<file path="src/inc/llps_pkg.sv">
`default_nettype none
package llps_pkg;
  // ------------------------------------------------------------------
  // Register map
  // ------------------------------------------------------------------
  localparam logic [15:0] STATUS_OFFSET  = 16'h0110;
  localparam logic [15:0] STATUS_RESET   = 16'h0004;
  localparam int          NUM_PORTS      = 4;
  // ------------------------------------------------------------------
  // Field positions
  // ------------------------------------------------------------------
  localparam int          BIT_HOST_OPER  = 0;
  localparam int          BIT_WATCHDOG   = 1;
  localparam int          BIT_ENH_LINK   = 2;
  localparam int          BIT_RESERVED   = 3;
  localparam int          BIT_LINK_BASE  = 4;
  localparam int          BIT_LOOP_BASE  = 8;
  localparam int          BIT_COMM_BASE  = 9;
  localparam int          CFG_ENH_BIT    = 9;
  localparam int          CFG_ENH_HI     = 15;
  localparam int          CFG_ENH_LO     = 12;
  localparam int          EVT_STATUS_BIT = 2;
  localparam int          SYNC_STAGES    = 3;
endpackage
`default_nettype wire

</file>
<file path="src/rtl/llps_status.sv">
`timescale 1ns/1ns
`default_nettype none
module llps_status (
  input  wire logic        ref_clk,
  input  wire logic        reset_n,
  input  wire logic        cfgLoadDone,
  input  wire logic [15:0] cfgWord0,
  input  wire logic        hostPortReady,
  input  wire logic        watchdogReloaded,
  input  wire logic [3:0]  physLink,
  input  wire logic [3:0]  loopClosedReq,
  input  wire logic [3:0]  portFrameBusy,
  input  wire logic [3:0]  commStable,
  input  wire logic        netRead,
  input  wire logic        netWrite,
  input  wire logic [15:0] netAddr,
  input  wire logic        hostRead,
  input  wire logic        hostWrite,
  input  wire logic [15:0] hostAddr,
  output logic      [15:0] netRdData,
  output logic      [15:0] hostRdData,
  output logic             evtStatusClear,
  output logic      [15:0] linkLayerStatus
);
  // ------------------------------------------------------------------
  // Pin synchronisers
  // ------------------------------------------------------------------
  logic [3:0] linkS1, linkS2, linkS3, linkQ;
  logic [3:0] commS1, commS2, commS3, commQ;
  always_ff @(posedge ref_clk) begin
    if (!reset_n) begin
      linkS1 <= 4'h0;
      linkS2 <= 4'h0;
      linkS3 <= 4'h0;
      commS1 <= 4'h0;
      commS2 <= 4'h0;
      commS3 <= 4'h0;
    end else begin
      linkS1 <= physLink;
      linkS2 <= linkS1;
      linkS3 <= linkS2;
      commS1 <= commStable;
      commS2 <= commS1;
      commS3 <= commS2;
    end
  end
  // A change counts once the second and third stages agree.
  wire [3:0] next_linkQ = (linkS2 & linkS3) | (linkQ & (linkS2 | linkS3));
  wire [3:0] next_commQ = (commS2 & commS3) | (commQ & (commS2 | commS3));

  // ------------------------------------------------------------------
  // Status sources
  // ------------------------------------------------------------------
  logic       cfgSeen;
  logic       enhLink;
  logic [3:0] loopClosed;
  wire        firstLoad  = cfgLoadDone && !cfgSeen;
  wire        cfgEnhOff  = !cfgWord0[llps_pkg::CFG_ENH_BIT] &&
                           (cfgWord0[llps_pkg::CFG_ENH_HI:llps_pkg::CFG_ENH_LO] == 4'h0);
  wire [3:0]  next_loop  = (loopClosedReq & ~portFrameBusy) | (loopClosed & portFrameBusy);
  wire        hostOper   = cfgLoadDone && hostPortReady;
  wire        netHit     = netAddr[15:1] == llps_pkg::STATUS_OFFSET[15:1];
  wire        hostHit    = hostAddr[15:1] == llps_pkg::STATUS_OFFSET[15:1];

  function automatic logic [7:0] pack_upper(input logic [3:0] loopV, input logic [3:0] commV);
    logic [7:0] r;
    r = 8'h00;
    for (int i = 0; i < llps_pkg::NUM_PORTS; i++) begin
      r[2*i]   = loopV[i];
      r[2*i+1] = commV[i];
    end
    return r;
  endfunction

  wire [15:0] next_status = {pack_upper(loopClosed, commQ), linkQ,
                             1'b0, enhLink, watchdogReloaded, hostOper};

  always_ff @(posedge ref_clk) begin
    if (!reset_n) begin
      linkQ           <= 4'h0;
      commQ           <= 4'h0;
      cfgSeen         <= 1'b0;
      enhLink         <= 1'b1;
      loopClosed      <= 4'h0;
      linkLayerStatus <= llps_pkg::STATUS_RESET;
      netRdData       <= 16'h0000;
      hostRdData      <= 16'h0000;
      evtStatusClear  <= 1'b0;
    end else begin
      linkQ      <= next_linkQ;
      commQ      <= next_commQ;
      loopClosed <= next_loop;
      if (firstLoad) begin
        cfgSeen <= 1'b1;
        enhLink <= !cfgEnhOff;
      end
      // Writes are decoded nowhere, so they leave the register untouched.
      linkLayerStatus <= next_status;
      netRdData       <= (netRead && netHit) ? linkLayerStatus : 16'h0000;
      hostRdData      <= (hostRead && hostHit) ? linkLayerStatus : 16'h0000;
      evtStatusClear  <= netRead && netHit;
    end
  end

  // ------------------------------------------------------------------
  // Checks
  // ------------------------------------------------------------------
  a_read_clears_evt: assert property (@(posedge ref_clk) disable iff (!reset_n)
    netRead && netHit |=> evtStatusClear)
    else $error("Network read did not clear event bit.");
  a_no_spurious_clr: assert property (@(posedge ref_clk) disable iff (!reset_n)
    !(netRead && netHit) |=> !evtStatusClear)
    else $error("Event clear without network read.");
  a_reserved_zero: assert property (@(posedge ref_clk) disable iff (!reset_n)
    !linkLayerStatus[llps_pkg::BIT_RESERVED])
    else $error("Reserved bit set.");
  a_host_oper_bit: assert property (@(posedge ref_clk) disable iff (!reset_n)
    !(cfgLoadDone && hostPortReady) |=> !linkLayerStatus[llps_pkg::BIT_HOST_OPER])
    else $error("Operational bit set without load.");
  a_watchdog_bit: assert property (@(posedge ref_clk) disable iff (!reset_n)
    1'b1 |=> linkLayerStatus[llps_pkg::BIT_WATCHDOG] == $past(watchdogReloaded))
    else $error("Watchdog bit mismatch.");
  a_enh_before_load: assert property (@(posedge ref_clk) disable iff (!reset_n)
    !cfgSeen |-> enhLink)
    else $error("Enhanced link bit low before first load.");
  a_enh_frozen: assert property (@(posedge ref_clk) disable iff (!reset_n)
    cfgSeen && $past(cfgSeen) |-> $stable(enhLink))
    else $error("Enhanced link bit changed after first load.");
  a_enh_load_value: assert property (@(posedge ref_clk) disable iff (!reset_n)
    firstLoad |=> enhLink == !$past(cfgEnhOff))
    else $error("Enhanced link bit wrong after first load.");
  a_loop_held_busy: assert property (@(posedge ref_clk) disable iff (!reset_n)
    portFrameBusy[0] |=> loopClosed[0] == $past(loopClosed[0]))
    else $error("Loop changed during frame.");
  a_link_sync: assert property (@(posedge ref_clk) disable iff (!reset_n)
    physLink[3] [*6] |-> linkLayerStatus[llps_pkg::BIT_LINK_BASE+3])
    else $error("Link bit not reported.");
  c_net_read: cover property (@(posedge ref_clk) disable iff (!reset_n) netRead && netHit);
  c_first_load: cover property (@(posedge ref_clk) disable iff (!reset_n) firstLoad && cfgEnhOff);
  c_loop_delay: cover property (@(posedge ref_clk) disable iff (!reset_n)
    portFrameBusy[0] && loopClosedReq[0] != loopClosed[0]);
  c_net_write: cover property (@(posedge ref_clk) disable iff (!reset_n) netWrite && netHit);
  c_host_read: cover property (@(posedge ref_clk) disable iff (!reset_n) hostRead && hostHit);
  a_write_no_clear: assert property (@(posedge ref_clk) disable iff (!reset_n)
    (netWrite || hostWrite) && !netRead |=> !evtStatusClear)
    else $error("Write caused an event clear.");
  a_host_no_clear: assert property (@(posedge ref_clk) disable iff (!reset_n)
    hostRead && !netRead |=> !evtStatusClear)
    else $error("Host read caused an event clear.");
  a_net_rd_data: assert property (@(posedge ref_clk) disable iff (!reset_n)
    netRead && netHit |=> netRdData == $past(linkLayerStatus))
    else $error("Network read data wrong.");
  a_net_rd_idle: assert property (@(posedge ref_clk) disable iff (!reset_n)
    !(netRead && netHit) |=> netRdData == 16'h0000)
    else $error("Network read data without read.");
  a_host_rd_data: assert property (@(posedge ref_clk) disable iff (!reset_n)
    hostRead && hostHit |=> hostRdData == $past(linkLayerStatus))
    else $error("Host read data wrong.");
  a_host_rd_idle: assert property (@(posedge ref_clk) disable iff (!reset_n)
    !(hostRead && hostHit) |=> hostRdData == 16'h0000)
    else $error("Host read data without read.");
  a_enh_status_bit: assert property (@(posedge ref_clk) disable iff (!reset_n)
    1'b1 |=> linkLayerStatus[llps_pkg::BIT_ENH_LINK] == $past(enhLink))
    else $error("Enhanced link status bit wrong.");
  a_host_oper_set: assert property (@(posedge ref_clk) disable iff (!reset_n)
    cfgLoadDone && hostPortReady |=> linkLayerStatus[llps_pkg::BIT_HOST_OPER])
    else $error("Operational bit not set.");
  a_link_field: assert property (@(posedge ref_clk) disable iff (!reset_n)
    1'b1 |=> linkLayerStatus[llps_pkg::BIT_LINK_BASE +: llps_pkg::NUM_PORTS] == $past(linkQ))
    else $error("Link field wrong.");
  a_loop_port0: assert property (@(posedge ref_clk) disable iff (!reset_n)
    1'b1 |=> linkLayerStatus[llps_pkg::BIT_LOOP_BASE] == $past(loopClosed[0]))
    else $error("Loop bit of port 0 wrong.");
  a_comm_port0: assert property (@(posedge ref_clk) disable iff (!reset_n)
    1'b1 |=> linkLayerStatus[llps_pkg::BIT_COMM_BASE] == $past(commQ[0]))
    else $error("Communication bit of port 0 wrong.");
  a_loop_port3: assert property (@(posedge ref_clk) disable iff (!reset_n)
    1'b1 |=> linkLayerStatus[llps_pkg::BIT_LOOP_BASE+6] == $past(loopClosed[3]))
    else $error("Loop bit of port 3 wrong.");
  a_comm_port3: assert property (@(posedge ref_clk) disable iff (!reset_n)
    1'b1 |=> linkLayerStatus[llps_pkg::BIT_COMM_BASE+6] == $past(commQ[3]))
    else $error("Communication bit of port 3 wrong.");
  a_loop_follows: assert property (@(posedge ref_clk) disable iff (!reset_n)
    !portFrameBusy[0] |=> loopClosed[0] == $past(loopClosedReq[0]))
    else $error("Loop setting not applied when idle.");
  a_loop3_held: assert property (@(posedge ref_clk) disable iff (!reset_n)
    portFrameBusy[3] |=> loopClosed[3] == $past(loopClosed[3]))
    else $error("Loop of port 3 changed during frame.");
  a_link_drop: assert property (@(posedge ref_clk) disable iff (!reset_n)
    !physLink[3] [*6] |-> !linkLayerStatus[llps_pkg::BIT_LINK_BASE+3])
    else $error("Link bit stuck high.");
  a_comm_sync: assert property (@(posedge ref_clk) disable iff (!reset_n)
    commStable[3] [*6] |-> linkLayerStatus[llps_pkg::BIT_COMM_BASE+6])
    else $error("Communication bit not reported.");
  a_comm_drop: assert property (@(posedge ref_clk) disable iff (!reset_n)
    !commStable[3] [*6] |-> !linkLayerStatus[llps_pkg::BIT_COMM_BASE+6])
    else $error("Communication bit stuck high.");
  a_cfg_seen_sticky: assert property (@(posedge ref_clk) disable iff (!reset_n)
    cfgSeen |=> cfgSeen)
    else $error("First load marker lost.");
  a_first_load_marks: assert property (@(posedge ref_clk) disable iff (!reset_n)
    firstLoad |=> cfgSeen)
    else $error("First load not recorded.");
  a_reset_image: assert property (@(posedge ref_clk)
    !reset_n |=> linkLayerStatus == llps_pkg::STATUS_RESET)
    else $error("Status image wrong after reset.");
  a_reset_quiet: assert property (@(posedge ref_clk)
    !reset_n |=> !evtStatusClear && netRdData == 16'h0000 && hostRdData == 16'h0000)
    else $error("Read outputs active after reset.");
endmodule
`default_nettype wire

</file>
<file path="config.mk">
export PLATFORM = sky130hd
export DESIGN_NAME = llps_status
export DESIGN_NICKNAME = d
export VERILOG_FILES = /design/src/inc/llps_pkg.sv /design/src/rtl/llps_status.sv
export SDC_FILE = /design/constraint.sdc
export NUM_CORES = 1
export LEC_CHECK = 0
export BUFFER_PORTS_ARGS = -buffer_cell sky130_fd_sc_hd__buf_2
export CAP_MARGIN = 20
export CORE_MARGIN = 4
export CORE_UTILIZATION = 47
export DETAILED_ROUTE_END_ITERATION = 16
export GPL_TIMING_DRIVEN = 0
export PLACE_DENSITY = 0.8
export SETUP_SLACK_MARGIN = 0.4
export SYNTH_ARGS = -nofsm -noshare
export SYNTH_HDL_FRONTEND = slang
export SYNTH_SLANG_ARGS = --single-unit
</file>
<file path="constraint.sdc">
create_clock -name ref_clk -period 2.2 [get_ports ref_clk]
set_input_delay 0 -clock ref_clk [delete_from_list [all_inputs] [get_ports ref_clk]]
set_output_delay 0 -clock ref_clk [all_outputs]
set_load 0.02 [all_outputs]
</file>
After elaboration in Yosys (flattened, before gate mapping)
Cells that the tools add are included.
{"block": "totals", "word_cells": 41, "out_inout_bits": 49, "ff_bits": 87}
{"block": "classes", "eq_ne": 2, "bitwise": 12, "n_reduce_logical": 11}
{"operator": "15-bit by 8-bit == test with 1-bit output (second input constant)", "count": 2}
{"operator": "4-bit AND", "count": 6}
{"operator": "4-bit OR", "count": 5}
{"operator": "1-bit logical AND", "count": 5}
{"operator": "4-bit logical NOT", "count": 1}
{"operator": "4-bit NOT", "count": 1}
{"operator": "2-bit AND reduction", "count": 2}
{"operator": "1-bit logical NOT", "count": 3}

Depth between registers and ports, before layout
Gate-level depths: netlist of run 1.
{"block": "logic_depth", "ltp_word": 3, "mapped_depth": 5}

Least setup slack after synthesis of run 1
OpenSTA, ideal clock, no wires.
{"block": "synth_path", "kind": "register to register", "start": "reg cfgSeen", "end": "reg enhLink", "t_required_ns": 2.069, "path_stages_with_launch": 4, "path_slack_ns": 1.033, "t_arrival_ns": 1.036, "n_path_buf": 0, "path_cell_list": "dfxtp_1 or4b_1 nor4_1 o21ai_0"}
{"block": "synth_between", "elab_chain_len": 2}
{"element": "from (decl)", "line_no": "llps_status.sv:54", "source": "logic cfgSeen;"}
{"element": "from (signal assigned)", "line_no": "llps_status.sv:82", "source": "cfgSeen <= 1'b0;"}
{"element": "from (signal assigned)", "line_no": "llps_status.sv:94", "source": "cfgSeen <= 1'b1;"}
{"element": "1-bit logical NOT", "line_no": "llps_status.sv:57", "source": "wire firstLoad = cfgLoadDone && !cfgSeen;"}
{"element": "1-bit logical AND", "line_no": "llps_status.sv:57"}
{"element": "to (signal assigned)", "line_no": "llps_status.sv:95", "source": "enhLink <= !cfgEnhOff;"}
{"element": "to (decl)", "line_no": "llps_status.sv:55", "source": "logic enhLink;"}
No other way between the ends.
A chain may end at the register's enable or synchronous reset.

Worst setup path in the final report of run 1
{"block": "layout_path", "start": "in reset_n", "end": "reg hostRdData[15]"}
{"block": "layout_between", "elab_chain_len": 1}
{"element": "from (decl)", "line_no": "llps_status.sv:5", "source": "input wire logic reset_n,"}
{"element": "2-bit AND reduction (no source line)"}
{"element": "to (signal assigned)", "line_no": "llps_status.sv:100", "source": "hostRdData <= (hostRead && hostHit) ? linkLayerStatus : 16'h0000;"}
{"element": "to (decl)", "line_no": "llps_status.sv:21", "source": "output logic [15:0] hostRdData,"}
No other way between the ends.

==> impl_metrics.py, run 1 <==
metrics = {
    "worst_setup_path": {
        "crit_top_cell": "dlygate4sd3_1",
        "worstPathRequired_ns": 2.49,
        "path_max_fanout": 10,
        "crit_chain": "dlygate4sd3_1 > buf_6 > nor4b_4 > nand4_2 > nor4bb_1 > dlygate4sd3_1",
        "slowest_delay_ns": 0.58,
        "r2r-start": "cfgSeen$_SDFFE_PN0P_",
        "cp_top_family": "buffers and inverters",
        "rr_endpoint": "enhLink$_SDFFE_PN1P_",
        "critPathSlowestCell": "dlygate4sd3_1",
        "crit_type": "in2reg",
        "crit_path_end_kind": "register",
        "path_depth": 6,
        "rr_worst_depth": 3,
        "crit_arrival_ns": 1.99,
        "cp.buffers_inverters": 3,
        "r2r_setup_slack_ns": 0.85,
        "cp-start-kind": "primary input",
    },
    "floorplanning": {
        "core_um2": 5570,
        "dieArea_um2": 7130,
        "die_x_um": 84.5,
        "num_rows": 27,
        "initial_utilization_pct": 49.3,
        "ios": 122,
        "die_h_um": 84.5,
    },
    "clock_tree": {
        "post_cts_buffers": 0,
        "path_clk_slew_ns": 0.09,
        "worstSkewPairLatency_ns": 0.34,
        "cts_buffer_depth": 2,
        "cts_inserted_buffers": 9,
        "cts_root_buffer": "clkbuf_8",
        "cts_tree": "built",
        "htree_levels": 3,
        "cts.sinks": 84,
    },
    "timing": {
        "fin_crit_ns": 1.70,
        "hold_viol_final": 0,
        "worst_slack_ns": 0.496,
        "rsz0062_at_grt": "no",
        "setup_violations": 0,
        "clock_skew_ns": 0.00864,
        "final.setup.tns_ns": 0,
        "final_max_slew_viol_count": 0,
        "fmax_mhz": 587,
        "fin_crit_sh_pct": 77.4,
    },
    "power": {
        "p_seq_share_pct": 53.1,
        "p_clk_share_pct": 40.3,
        "p_per_area_nw_per_um2": 759,
        "swShare_pct": 21.7,
        "switchingPower_mw": 0.637,
        "ir_drop_mv": 0.506,
        "internal_power_mw": 2.30,
        "power_leakage_nw": 1.73,
        "pwr-share-comb_pct": 6.5,
        "power.total_mw": 2.94,
    },
    "global_route": {
        "track_usage_pct": 18.1,
        "antenna_found_initial": 0,
        "grt_pass1_wl_um": 10200,
        "overflow": 0,
        "grtUsageMet3_pct": 6.67,
        "first_global_vias": 2267,
        "met2_usage_pct": 33.7,
        "busiest_layer": "met2",
        "grt_max_degree": 16,
        "use_met1_pct": 17.4,
    },
    "route": {
        "drc": 0,
        "drt-initial-drc-count": 59,
        "wl_per_cell_um": 13.5,
        "dr.pass1.iters": 6,
        "antenna_left": 0,
        "via_per_inst": 4.71,
        "num_vias": 2172,
        "wirelength_um": 6240,
    },
    "min_path": {
        "whs_path_depth": 5,
        "worstHoldStart": "netAddr[7]",
        "min_path_type": "in2reg",
        "holdPathEnd": "netRdData[11]$_SDFF_PN0_",
    },
    "synthesis": {
        "ys_top_cells_by_count": "dfxtp_1 (84), and2_1 (37), nand2_1 (23)",
        "synth_top_area_cell": "dfxtp_1",
        "yosys-top-cells-area": "dfxtp_1 (61%), and2_1 (8.4%), and4bb_2 (5.9%)",
        "synth.distinct_cells": 30,
        "synth_flop_cell": "dfxtp_1",
        "yosysMostFrequentCell": "dfxtp_1",
        "avgSynthCellArea_um2": 11.4,
        "synth_seq_cells": 84,
        "ys_seq_area_share_pct": 61.2,
        "synth_edf_count": 0,
        "syn_inst": 240,
        "async_flop_share_pct": 0,
        "yosys.area.top_type_share_pct": 61.2,
        "yosys_warnings": 0,
        "synth_area_um2": 2750,
    },
    "run": {
        "maxCapViolCount": 0,
    },
    "cells_and_area": {
        "regArea_um2": 1680,
        "insertedDiodeCount": 0,
        "nets": 457,
        "final_cell_area_um2": 3870,
        "syn_to_final_growth_pct": 41.0,
        "layout-drive-gt1-share_pct": 36.8,
        "multi_input_area_um2": 961,
        "fillers": 388,
    },
    "place": {
        "hpwlAfterDp_um": 4170,
        "placed_cell_area_um2": 3350,
        "globalplace.congestion": 0.726,
        "pre_cts_ws_ns": 0.946,
        "numPortBuffers": 101,
    },
    "status": {
        "status": "finished, final reports clean",
    },
}
## power groups by stage
stage	Combinational, mW	Sequential (mW)	Clock [mW]
after CTS	0.189	1.56	1.21
final	0.193	1.56	1.19
after global placement	0.144	1.60	0
after floorplan	0.0718	1.60	0
after detailed placement	0.149	1.60	0
after global routing	0.212	1.56	1.27
## registers in the layout, indices dropped and copies added (netlist names), named ones only
name	count
commS1	4
linkS3	4
linkS1	4
commQ	4
commS2	4
linkQ	4
linkLayerStatus	15
cfgSeen	1
evtStatusClear	1
hostRdData	15
netRdData	15
commS3	4
enhLink	1
linkS2	4
## cell type report
| class | instances | area share [%] |
|---|---|---|
| sequential | 84 | 43.4 |
| multi-input combinational | 137 | 24.8 |
| timing repair buffer | 131 | 20.8 |
| clock buffer | 9 | 3.20 |
| buffer | 19 | 2.71 |
| clock inverter | 7 | 2.55 |
| tap | 72 | 2.33 |
| inverter | 2 | 0.194 |
## kinds of logic after synthesis
family / after synthesis / share of synthesized area, %
flops: 84 / 61.2
buf+inv: 21 / 4.10
other cells: 1 / 0.136
compound gates: 19 / 4.28
simple gates: 111 / 28.8
mux: 4 / 1.46
## metrics by stage
step / hold WS [ns] / cells / util, %
2_1_floorplan: 0.0775 / 242 / -
6_report: 0.0682 / 461 / 69.5
3_3_place_gp: 0.207 / 415 / 60.1
5_1_grt: 0.0717 / 461 / 69.5
4_1_cts: 0.0190 / 461 / 69.5
3_5_place_dp: 0.208 / 415 / 60.1
## timing repair
| action | CTS | global route |
|---|---|---|
| gates resized for setup | 0 | 0 |
| setup endpoints to repair | 0 | 0 |
| endpoints found under the hold margin | 27 | 0 |
| hold buffers | 30 | 0 |
## placed cells by master (no fill, tap or decap), types with 2 or more instances in the layout
cell	instances
o21ai_0	9
buf_2	101
clkinv_4	2
bufinv_16	2
mux2i_1	4
nor4_1	17
nor2_1	2
buf_6	3
a21boi_0	8
conb_1	3
dfxtp_1	84
buf_4	3
and2_1	37
nor4b_2	3
nor2b_1	5
inv_1	2
and4bb_2	13
dlygate4sd3_1	30
clkbuf_8	9
nand2_1	23
clkbuf_1	12
## routing by layer
layer	share of wire, %	vias to the layer above
met1	36	970
met5	0	-
met2	54	86
met3	8.1	15
li1	-	1101
met4	2.3	0
## worst max path at each step
stage / from / endpoint / slack (ns)
after floorplan: cfgSeen$_SDFFE_PN0P_ / enhLink$_SDFFE_PN1P_ / 1.03
after global placement: cfgSeen$_SDFFE_PN0P_ / enhLink$_SDFFE_PN1P_ / 0.95
after detailed placement: cfgSeen$_SDFFE_PN0P_ / enhLink$_SDFFE_PN1P_ / 0.95
after CTS: reset_n / hostRdData[15]$_SDFF_PN0_ / 0.49
after global routing: reset_n / hostRdData[15]$_SDFF_PN0_ / 0.41
final: reset_n / hostRdData[15]$_SDFF_PN0_ / 0.50
## worst register-to-register path: cells and delay by family (launching register included)
family | cells | cell delay, ns
AND/OR/NAND/NOR | 2 | 0.74
flip-flops | 1 | 0.32
AO/OA/AOI/OAI | 1 | 0.16
Power figures use the tool's default switching activity.
==> inputs of run 2 (changes only) <==
--- a/config.mk
+++ b/config.mk
@@ -8,10 +8,10 @@
 export BUFFER_PORTS_ARGS = -buffer_cell sky130_fd_sc_hd__buf_2
 export CAP_MARGIN = 20
 export CORE_MARGIN = 4
-export CORE_UTILIZATION = 47
+export CORE_UTILIZATION = 46
 export DETAILED_ROUTE_END_ITERATION = 16
 export GPL_TIMING_DRIVEN = 0
-export PLACE_DENSITY = 0.8
+export PLACE_DENSITY = 0.78
 export SETUP_SLACK_MARGIN = 0.4
 export SYNTH_ARGS = -nofsm -noshare
 export SYNTH_HDL_FRONTEND = slang
==> constraint.sdc (replaced) <==
create_clock -name ref_clk -period 1.6 [get_ports ref_clk]
set_input_delay 0 -clock ref_clk [delete_from_list [all_inputs] [get_ports ref_clk]]
set_output_delay 0 -clock ref_clk [all_outputs]
set_load 0.02 [all_outputs]
==> impl_metrics.py, run 2 (same netlist as run 1, synthesis figures left out) <==
metrics = {
    "power": {
        "p_per_area_nw_per_um2": 994,
        "ir_drop_mv": 0.645,
        "power_leakage_nw": 1.74,
    },
    "route": {
        "via_per_inst": 4.62,
        "wl_per_cell_um": 12.8,
        "wirelength_um": 5950,
        "num_vias": 2145,
        "drt-initial-drc-count": 78,
        "dr.pass1.iters": 4,
        "drc": 0,
        "antenna_left": 0,
    },
    "floorplanning": {
        "num_rows": 27,
        "die_x_um": 85.3,
        "die_h_um": 85.3,
        "ios": 122,
        "core_um2": 5640,
        "initial_utilization_pct": 48.7,
        "dieArea_um2": 7270,
    },
    "worst_setup_path": {
        "cp_top_family": "buffers and inverters",
        "cp-start-kind": "primary input",
        "r2r_setup_slack_ns": 0.43,
        "cp.buffers_inverters": 3,
        "crit_chain": "dlygate4sd3_1 > buf_2 > mux2i_1 > dlygate4sd3_1 > nor2b_1",
        "crit_top_cell": "dlygate4sd3_1",
        "worstPathRequired_ns": 1.84,
        "crit_path_end_kind": "register",
        "critPathSlowestCell": "dlygate4sd3_1",
        "slowest_delay_ns": 0.57,
        "crit_arrival_ns": 1.41,
        "crit_type": "in2reg",
        "path_max_fanout": 1,
    },
    "place": {
        "placed_cell_area_um2": 3350,
        "hpwlAfterDp_um": 4170,
        "pre_cts_ws_ns": 0.352,
        "numPortBuffers": 101,
        "globalplace.congestion": 0.765,
    },
    "timing": {
        "worst_slack_ns": 0.432,
        "final_max_slew_viol_count": 0,
        "fin_crit_ns": 1.17,
        "hold_viol_final": 1,
        "rsz0062_at_grt": "yes",
        "clock_skew_ns": 0.00856,
        "setup_violations": 0,
        "fin_crit_sh_pct": 73.0,
        "fmax_mhz": 856,
        "final.setup.tns_ns": 0,
        "hold_ws_ns": -0.0200,
    },
    "global_route": {
        "first_global_vias": 2107,
        "track_usage_pct": 16.7,
        "grt_pass1_wl_um": 9670,
        "antenna_found_initial": 0,
        "grt_max_degree": 16,
        "overflow": 0,
    },
    "run": {
        "maxCapViolCount": 0,
    },
    "clock_tree": {
        "cts_tree": "built",
        "cts_buffer_depth": 2,
        "path_clk_slew_ns": 0.08,
        "cts.sinks": 84,
        "cts_root_buffer": "clkbuf_8",
        "worstSkewPairLatency_ns": 0.34,
        "cts_inserted_buffers": 9,
        "htree_levels": 3,
    },
    "cells_and_area": {
        "final_cell_area_um2": 3910,
        "layout-drive-gt1-share_pct": 40.1,
        "insertedDiodeCount": 0,
        "reg.largest.list": "hostRdData x15, linkLayerStatus x15, netRdData x15",
        "layout_commonest_cell": "buf_2",
        "nets": 460,
        "fillers": 423,
        "final_cell_mix": "buf_2 (101), dfxtp_1 (81), and2_1 (37)",
        "syn_to_final_growth_pct": 42.4,
        "final_util_pct": 69.4,
    },
    "status": {
        "status": "finished, violations left",
        "violations": "negative hold slack",
    },
    "min_path": {
        "min_path_type": "in2reg",
    },
}
-- run 2: cell type report --
| class | count | area, um^2 | area share (%) |
|---|---|---|---|
| flip-flops and latches | 84 | 1690 | 43.1 |
| multi-input cells | 137 | 998 | 25.5 |
| repair buffers | 134 | 828 | 21.2 |
| clock buffers | 9 | 124 | 3.16 |
| plain buffers | 19 | 106 | 2.72 |
| well taps | 72 | 90.1 | 2.30 |
| clock inverters | 7 | 73.8 | 1.89 |
| inverters | 2 | 7.51 | 0.192 |
-- run 2: report_power, final --
part           total [mW]  switching (mW)  internal, mW  leakage [nW]
clock network        1.47           0.739         0.732         0.100
registers            2.15          0.0178          2.13         0.684
logic               0.274           0.114         0.160         0.952
-- run 2: per-layer routing --
layer | routed length (um) | GRT usage, % | up-vias
li1 | - | - | 1101
met1 | 2280 | 18.4 | 963
met2 | 3130 | 29.6 | 72
met3 | 444 | 4.47 | 9
met4 | 96 | 8.20 | 0
met5 | 0 | 0 | -
-- run 2: tightest hold or removal path: stages --
cell and delay, ns:
buf_2 0.08, nor4_2 0.04, nand3_2 0.10, nor4_1 0.06
-- run 2: final timing paths --
| path | startpoint | to | depth (start not counted) |
|---|---|---|---|
| worst min-delay path | netAddr[14] | netRdData[15]$_SDFF_PN0_ | 4 |
| worst max-delay path | loopClosedReq[3] | register | 5 |
| worst max register to register | cfgSeen$_SDFFE_PN0P_ | enhLink$_SDFFE_PN1P_ | 3 |
| worst min register to register | commS1[1]$_SDFF_PN0_ | commS2[1]$_SDFF_PN0_ | 1 |
-- run 2: metrics by stage --
step,std cells,hold WS (ns),power (mW)
floorplan,242,0.0775,2.30
global placement,415,0.206,2.39
detailed placement,415,0.208,2.40
CTS,462,0.00472,3.93
global route,464,-0.0288,4.06
finish,464,-0.0200,3.89
-- run 2: repair_timing --
item | in CTS | in global routing
gates resized for setup | 3 | 10
setup endpoints to repair | 1 | 20
pin swaps | 3 | 1
endpoints found under the hold margin | 26 | 3
hold buffers | 30 | 2
buffers inserted | 1 | 2
==> inputs of run 3 (changes only) <==
--- a/config.mk
+++ b/config.mk
@@ -5,13 +5,14 @@
 export SDC_FILE = /design/constraint.sdc
 export NUM_CORES = 1
 export LEC_CHECK = 0
+export ABC_AREA = 1
 export BUFFER_PORTS_ARGS = -buffer_cell sky130_fd_sc_hd__buf_2
 export CAP_MARGIN = 20
 export CORE_MARGIN = 4
-export CORE_UTILIZATION = 46
+export CORE_UTILIZATION = 41
 export DETAILED_ROUTE_END_ITERATION = 16
 export GPL_TIMING_DRIVEN = 0
-export PLACE_DENSITY = 0.78
+export PLACE_DENSITY = 0.75
 export SETUP_SLACK_MARGIN = 0.4
 export SYNTH_ARGS = -nofsm -noshare
 export SYNTH_HDL_FRONTEND = slang
==> constraint.sdc (replaced) <==
create_clock -name ref_clk -period 1 [get_ports ref_clk]
set_input_delay 0 -clock ref_clk [delete_from_list [all_inputs] [get_ports ref_clk]]
set_output_delay 0 -clock ref_clk [all_outputs]
set_load 0.02 [all_outputs]
==> impl_metrics.py, run 3 <==
metrics = {
    "cells_and_area": {
        "nets": 521,
        "syn_to_final_growth_pct": 68.3,
        "final_util_pct": 72.6,
        "layout_commonest_cell": "dfxtp_2",
        "insertedDiodeCount": 0,
        "reg.largest.list": "hostRdData x15, linkLayerStatus x15, netRdData x15",
        "final_cell_mix": "dfxtp_2 (60), buf_2 (57), buf_6 (54)",
        "final_cell_area_um2": 4380,
        "layout-drive-gt1-share_pct": 57.8,
        "fin_cells": 528,
    },
    "route": {
        "wirelength_um": 6210,
        "num_vias": 2229,
        "highest_layer": "met4",
        "wl_met2_um": 3600,
        "wl_met3_um": 247,
        "drt-initial-drc-count": 53,
        "antenna_left": 0,
        "dr.pass1.iters": 4,
        "drc": 0,
        "wl_met1_um": 2270,
        "via_per_inst": 4.22,
        "wl_per_cell_um": 11.8,
    },
    "timing": {
        "rsz0062_at_grt": "yes",
        "final_max_slew_viol_count": 0,
        "hold_ws_ns": -0.107,
        "hold_viol_final": 5,
        "max-slew-margin-rel_pct": 59.3,
        "setup_violations": 0,
        "worst_slack_ns": 0.173,
        "fmax_mhz": 1210,
        "fin_crit_ns": 0.827,
        "final.setup.tns_ns": 0,
        "fin_crit_sh_pct": 82.7,
        "tightest_slew_ns": 0.611,
        "clock_skew_ns": 0.00872,
    },
    "floorplanning": {
        "num_rows": 28,
        "die_x_um": 87.7,
        "die_h_um": 87.7,
        "core_um2": 6030,
        "initial_utilization_pct": 43.2,
        "dieArea_um2": 7680,
        "ios": 122,
    },
    "clock_tree": {
        "cts_inserted_buffers": 9,
        "cts.sinks": 84,
        "cts_buffer_depth": 2,
        "path_clk_slew_ns": 0.07,
        "cts_root_buffer": "clkbuf_8",
        "worstSkewPairLatency_ns": 0.35,
        "htree_levels": 3,
        "cts_tree": "built",
    },
    "worst_setup_path": {
        "crit_path_end_kind": "register",
        "crit_path_end": "commQ[3]$_SDFF_PN0_",
        "rr_endpoint": "commQ[3]$_SDFF_PN0_",
        "rr_worst_depth": 4,
        "crit_type": "reg2reg",
        "crit_arrival_ns": 1.06,
        "cp-start-kind": "register",
        "r2r-start": "commQ[3]$_SDFF_PN0_",
        "worstPathRequired_ns": 1.23,
        "path_max_fanout": 2,
        "r2r_setup_slack_ns": 0.17,
        "startpoint": "commQ[3]$_SDFF_PN0_",
    },
    "synthesis": {
        "syn_inst": 295,
        "synth.distinct_cells": 21,
        "avgSynthCellArea_um2": 8.82,
        "yosysMostFrequentCell": "dfxtp_1",
        "synth_seq_cells": 84,
        "synth_flop_cell": "dfxtp_1",
        "async_flop_share_pct": 0,
        "yosys.area.top_type_share_pct": 64.6,
        "synth_area_um2": 2600,
        "yosys-top-cells-area": "dfxtp_1 (65%), inv_1 (10%), nand2_1 (6.6%)",
        "ys_top_cells_by_count": "dfxtp_1 (84), inv_1 (69), nand2_1 (46)",
        "synth_edf_count": 0,
        "yosys_warnings": 0,
        "synth_top_area_cell": "dfxtp_1",
        "ys_seq_area_share_pct": 64.6,
    },
    "place": {
        "hpwlAfterDp_um": 3720,
        "dpl.cell_count": 474,
        "numPortBuffers": 102,
        "placed_cell_area_um2": 3270,
        "pre_cts_ws_ns": 0.00737,
        "globalplace.congestion": 0.688,
    },
    "power": {
        "power.total_mw": 6.34,
        "pwr-share-comb_pct": 7.1,
        "switchingPower_mw": 1.38,
        "p_clk_share_pct": 38.3,
        "internal_power_mw": 4.95,
        "p_per_area_nw_per_um2": 1450,
        "power_leakage_nw": 2.30,
        "ir_drop_mv": 1.54,
        "p_seq_share_pct": 54.5,
        "swShare_pct": 21.8,
    },
    "global_route": {
        "grt_max_degree": 14,
        "overflow": 0,
        "first_global_vias": 2102,
        "antenna_found_initial": 0,
        "track_usage_pct": 14.8,
        "grt_pass1_wl_um": 8800,
    },
    "run": {
        "maxCapViolCount": 0,
    },
    "min_path": {
        "whs_path_depth": 3,
        "min_path_type": "in2reg",
    },
    "status": {
        "violations": "negative hold slack",
        "status": "finished, violations left",
    },
}
-- run 3: changes by cell type after synthesis, moves of 8 or more --
| cell | change |
|---|---|
| a21boi_0 | -8 |
| a21oi_1 | +13 |
| clkbuf_1 | -8 |
| nor2_2 | +9 |
| and2_1 | -37 |
| nand2_1 | +23 |
| nor2_1 | +36 |
| inv_1 | +67 |
| nor4_1 | -17 |
| and4bb_2 | -13 |
-- run 3: repair_timing --
| item | in CTS | in global routing |
|---|---|---|
| cloned | 0 | 2 |
| endpoints found under the setup margin | 73 | 81 |
| setup buffers | 6 | 10 |
| hold buffers | 17 | 4 |
| endpoints found under the hold margin | 25 | 10 |
| resized for setup | 151 | 67 |
| pin swaps | 8 | 24 |
-- run 3: critical path, stage by stage (launching register included) --
cell      delay, ns
dfxtp_2        0.33
nand2_1        0.06
inv_1          0.07
o21bai_1       0.18
inv_1          0.07
-- run 3: power groups by stage --
stage          Sequential [mW]  Combinational [mW]  Clock, mW
4_1_cts                   3.45               0.393       2.47
5_1_grt                   3.46               0.500       2.62
6_report                  3.46               0.451       2.43
2_1_floorplan             3.53               0.154          0
3_3_place_gp              3.51               0.307          0
3_5_place_dp              3.52               0.316          0
-- run 3: logic make-up (layout without fill, tap and decap cells) --
| family | after synthesis | after routing | share of synthesized area [%] |
|---|---|---|---|
| AOI/OAI and AO/OA | 26 | 26 | 5.68 |
| buffers and inverters | 80 | 236 | 12.5 |
| DFF | 84 | 84 | 64.6 |
| other | 1 | 3 | 0.144 |
| and+or+nand+nor | 104 | 104 | 17.1 |
-- run 3: per-layer routing --
metal	vias to the layer above	GRT usage (%)
li1	1150	-
met1	1031	15.2
met2	41	27.7
met3	7	4.61
met4	0	5.86
met5	-	0
-- run 3: how the worst min path moves through the flow --
stage	from	endpoint	slack [ns]
2_1_floorplan	portFrameBusy[3]	register	0.09
3_3_place_gp	physLink[2]	linkS1[2]$_SDFF_PN0_	0.18
3_5_place_dp	physLink[1]	linkS1[1]$_SDFF_PN0_	0.18
4_1_cts	reset_n	commS3[1]$_SDFF_PN0_	-0.11
5_1_grt	reset_n	linkLayerStatus[4]$_SDFF_PN0_	-0.11
6_report	reset_n	linkLayerStatus[4]$_SDFF_PN0_	-0.11
-- run 3: area by class of cell --
cell class	count	area (um^2)
clock inverters	4	47.5
plain buffers	10	114
multi-input cells	133	722
clock buffers	12	155
repair buffers	140	1210
fillers	387	1650
well taps	75	93.8
flip-flops and latches	84	1760
inverters	70	278
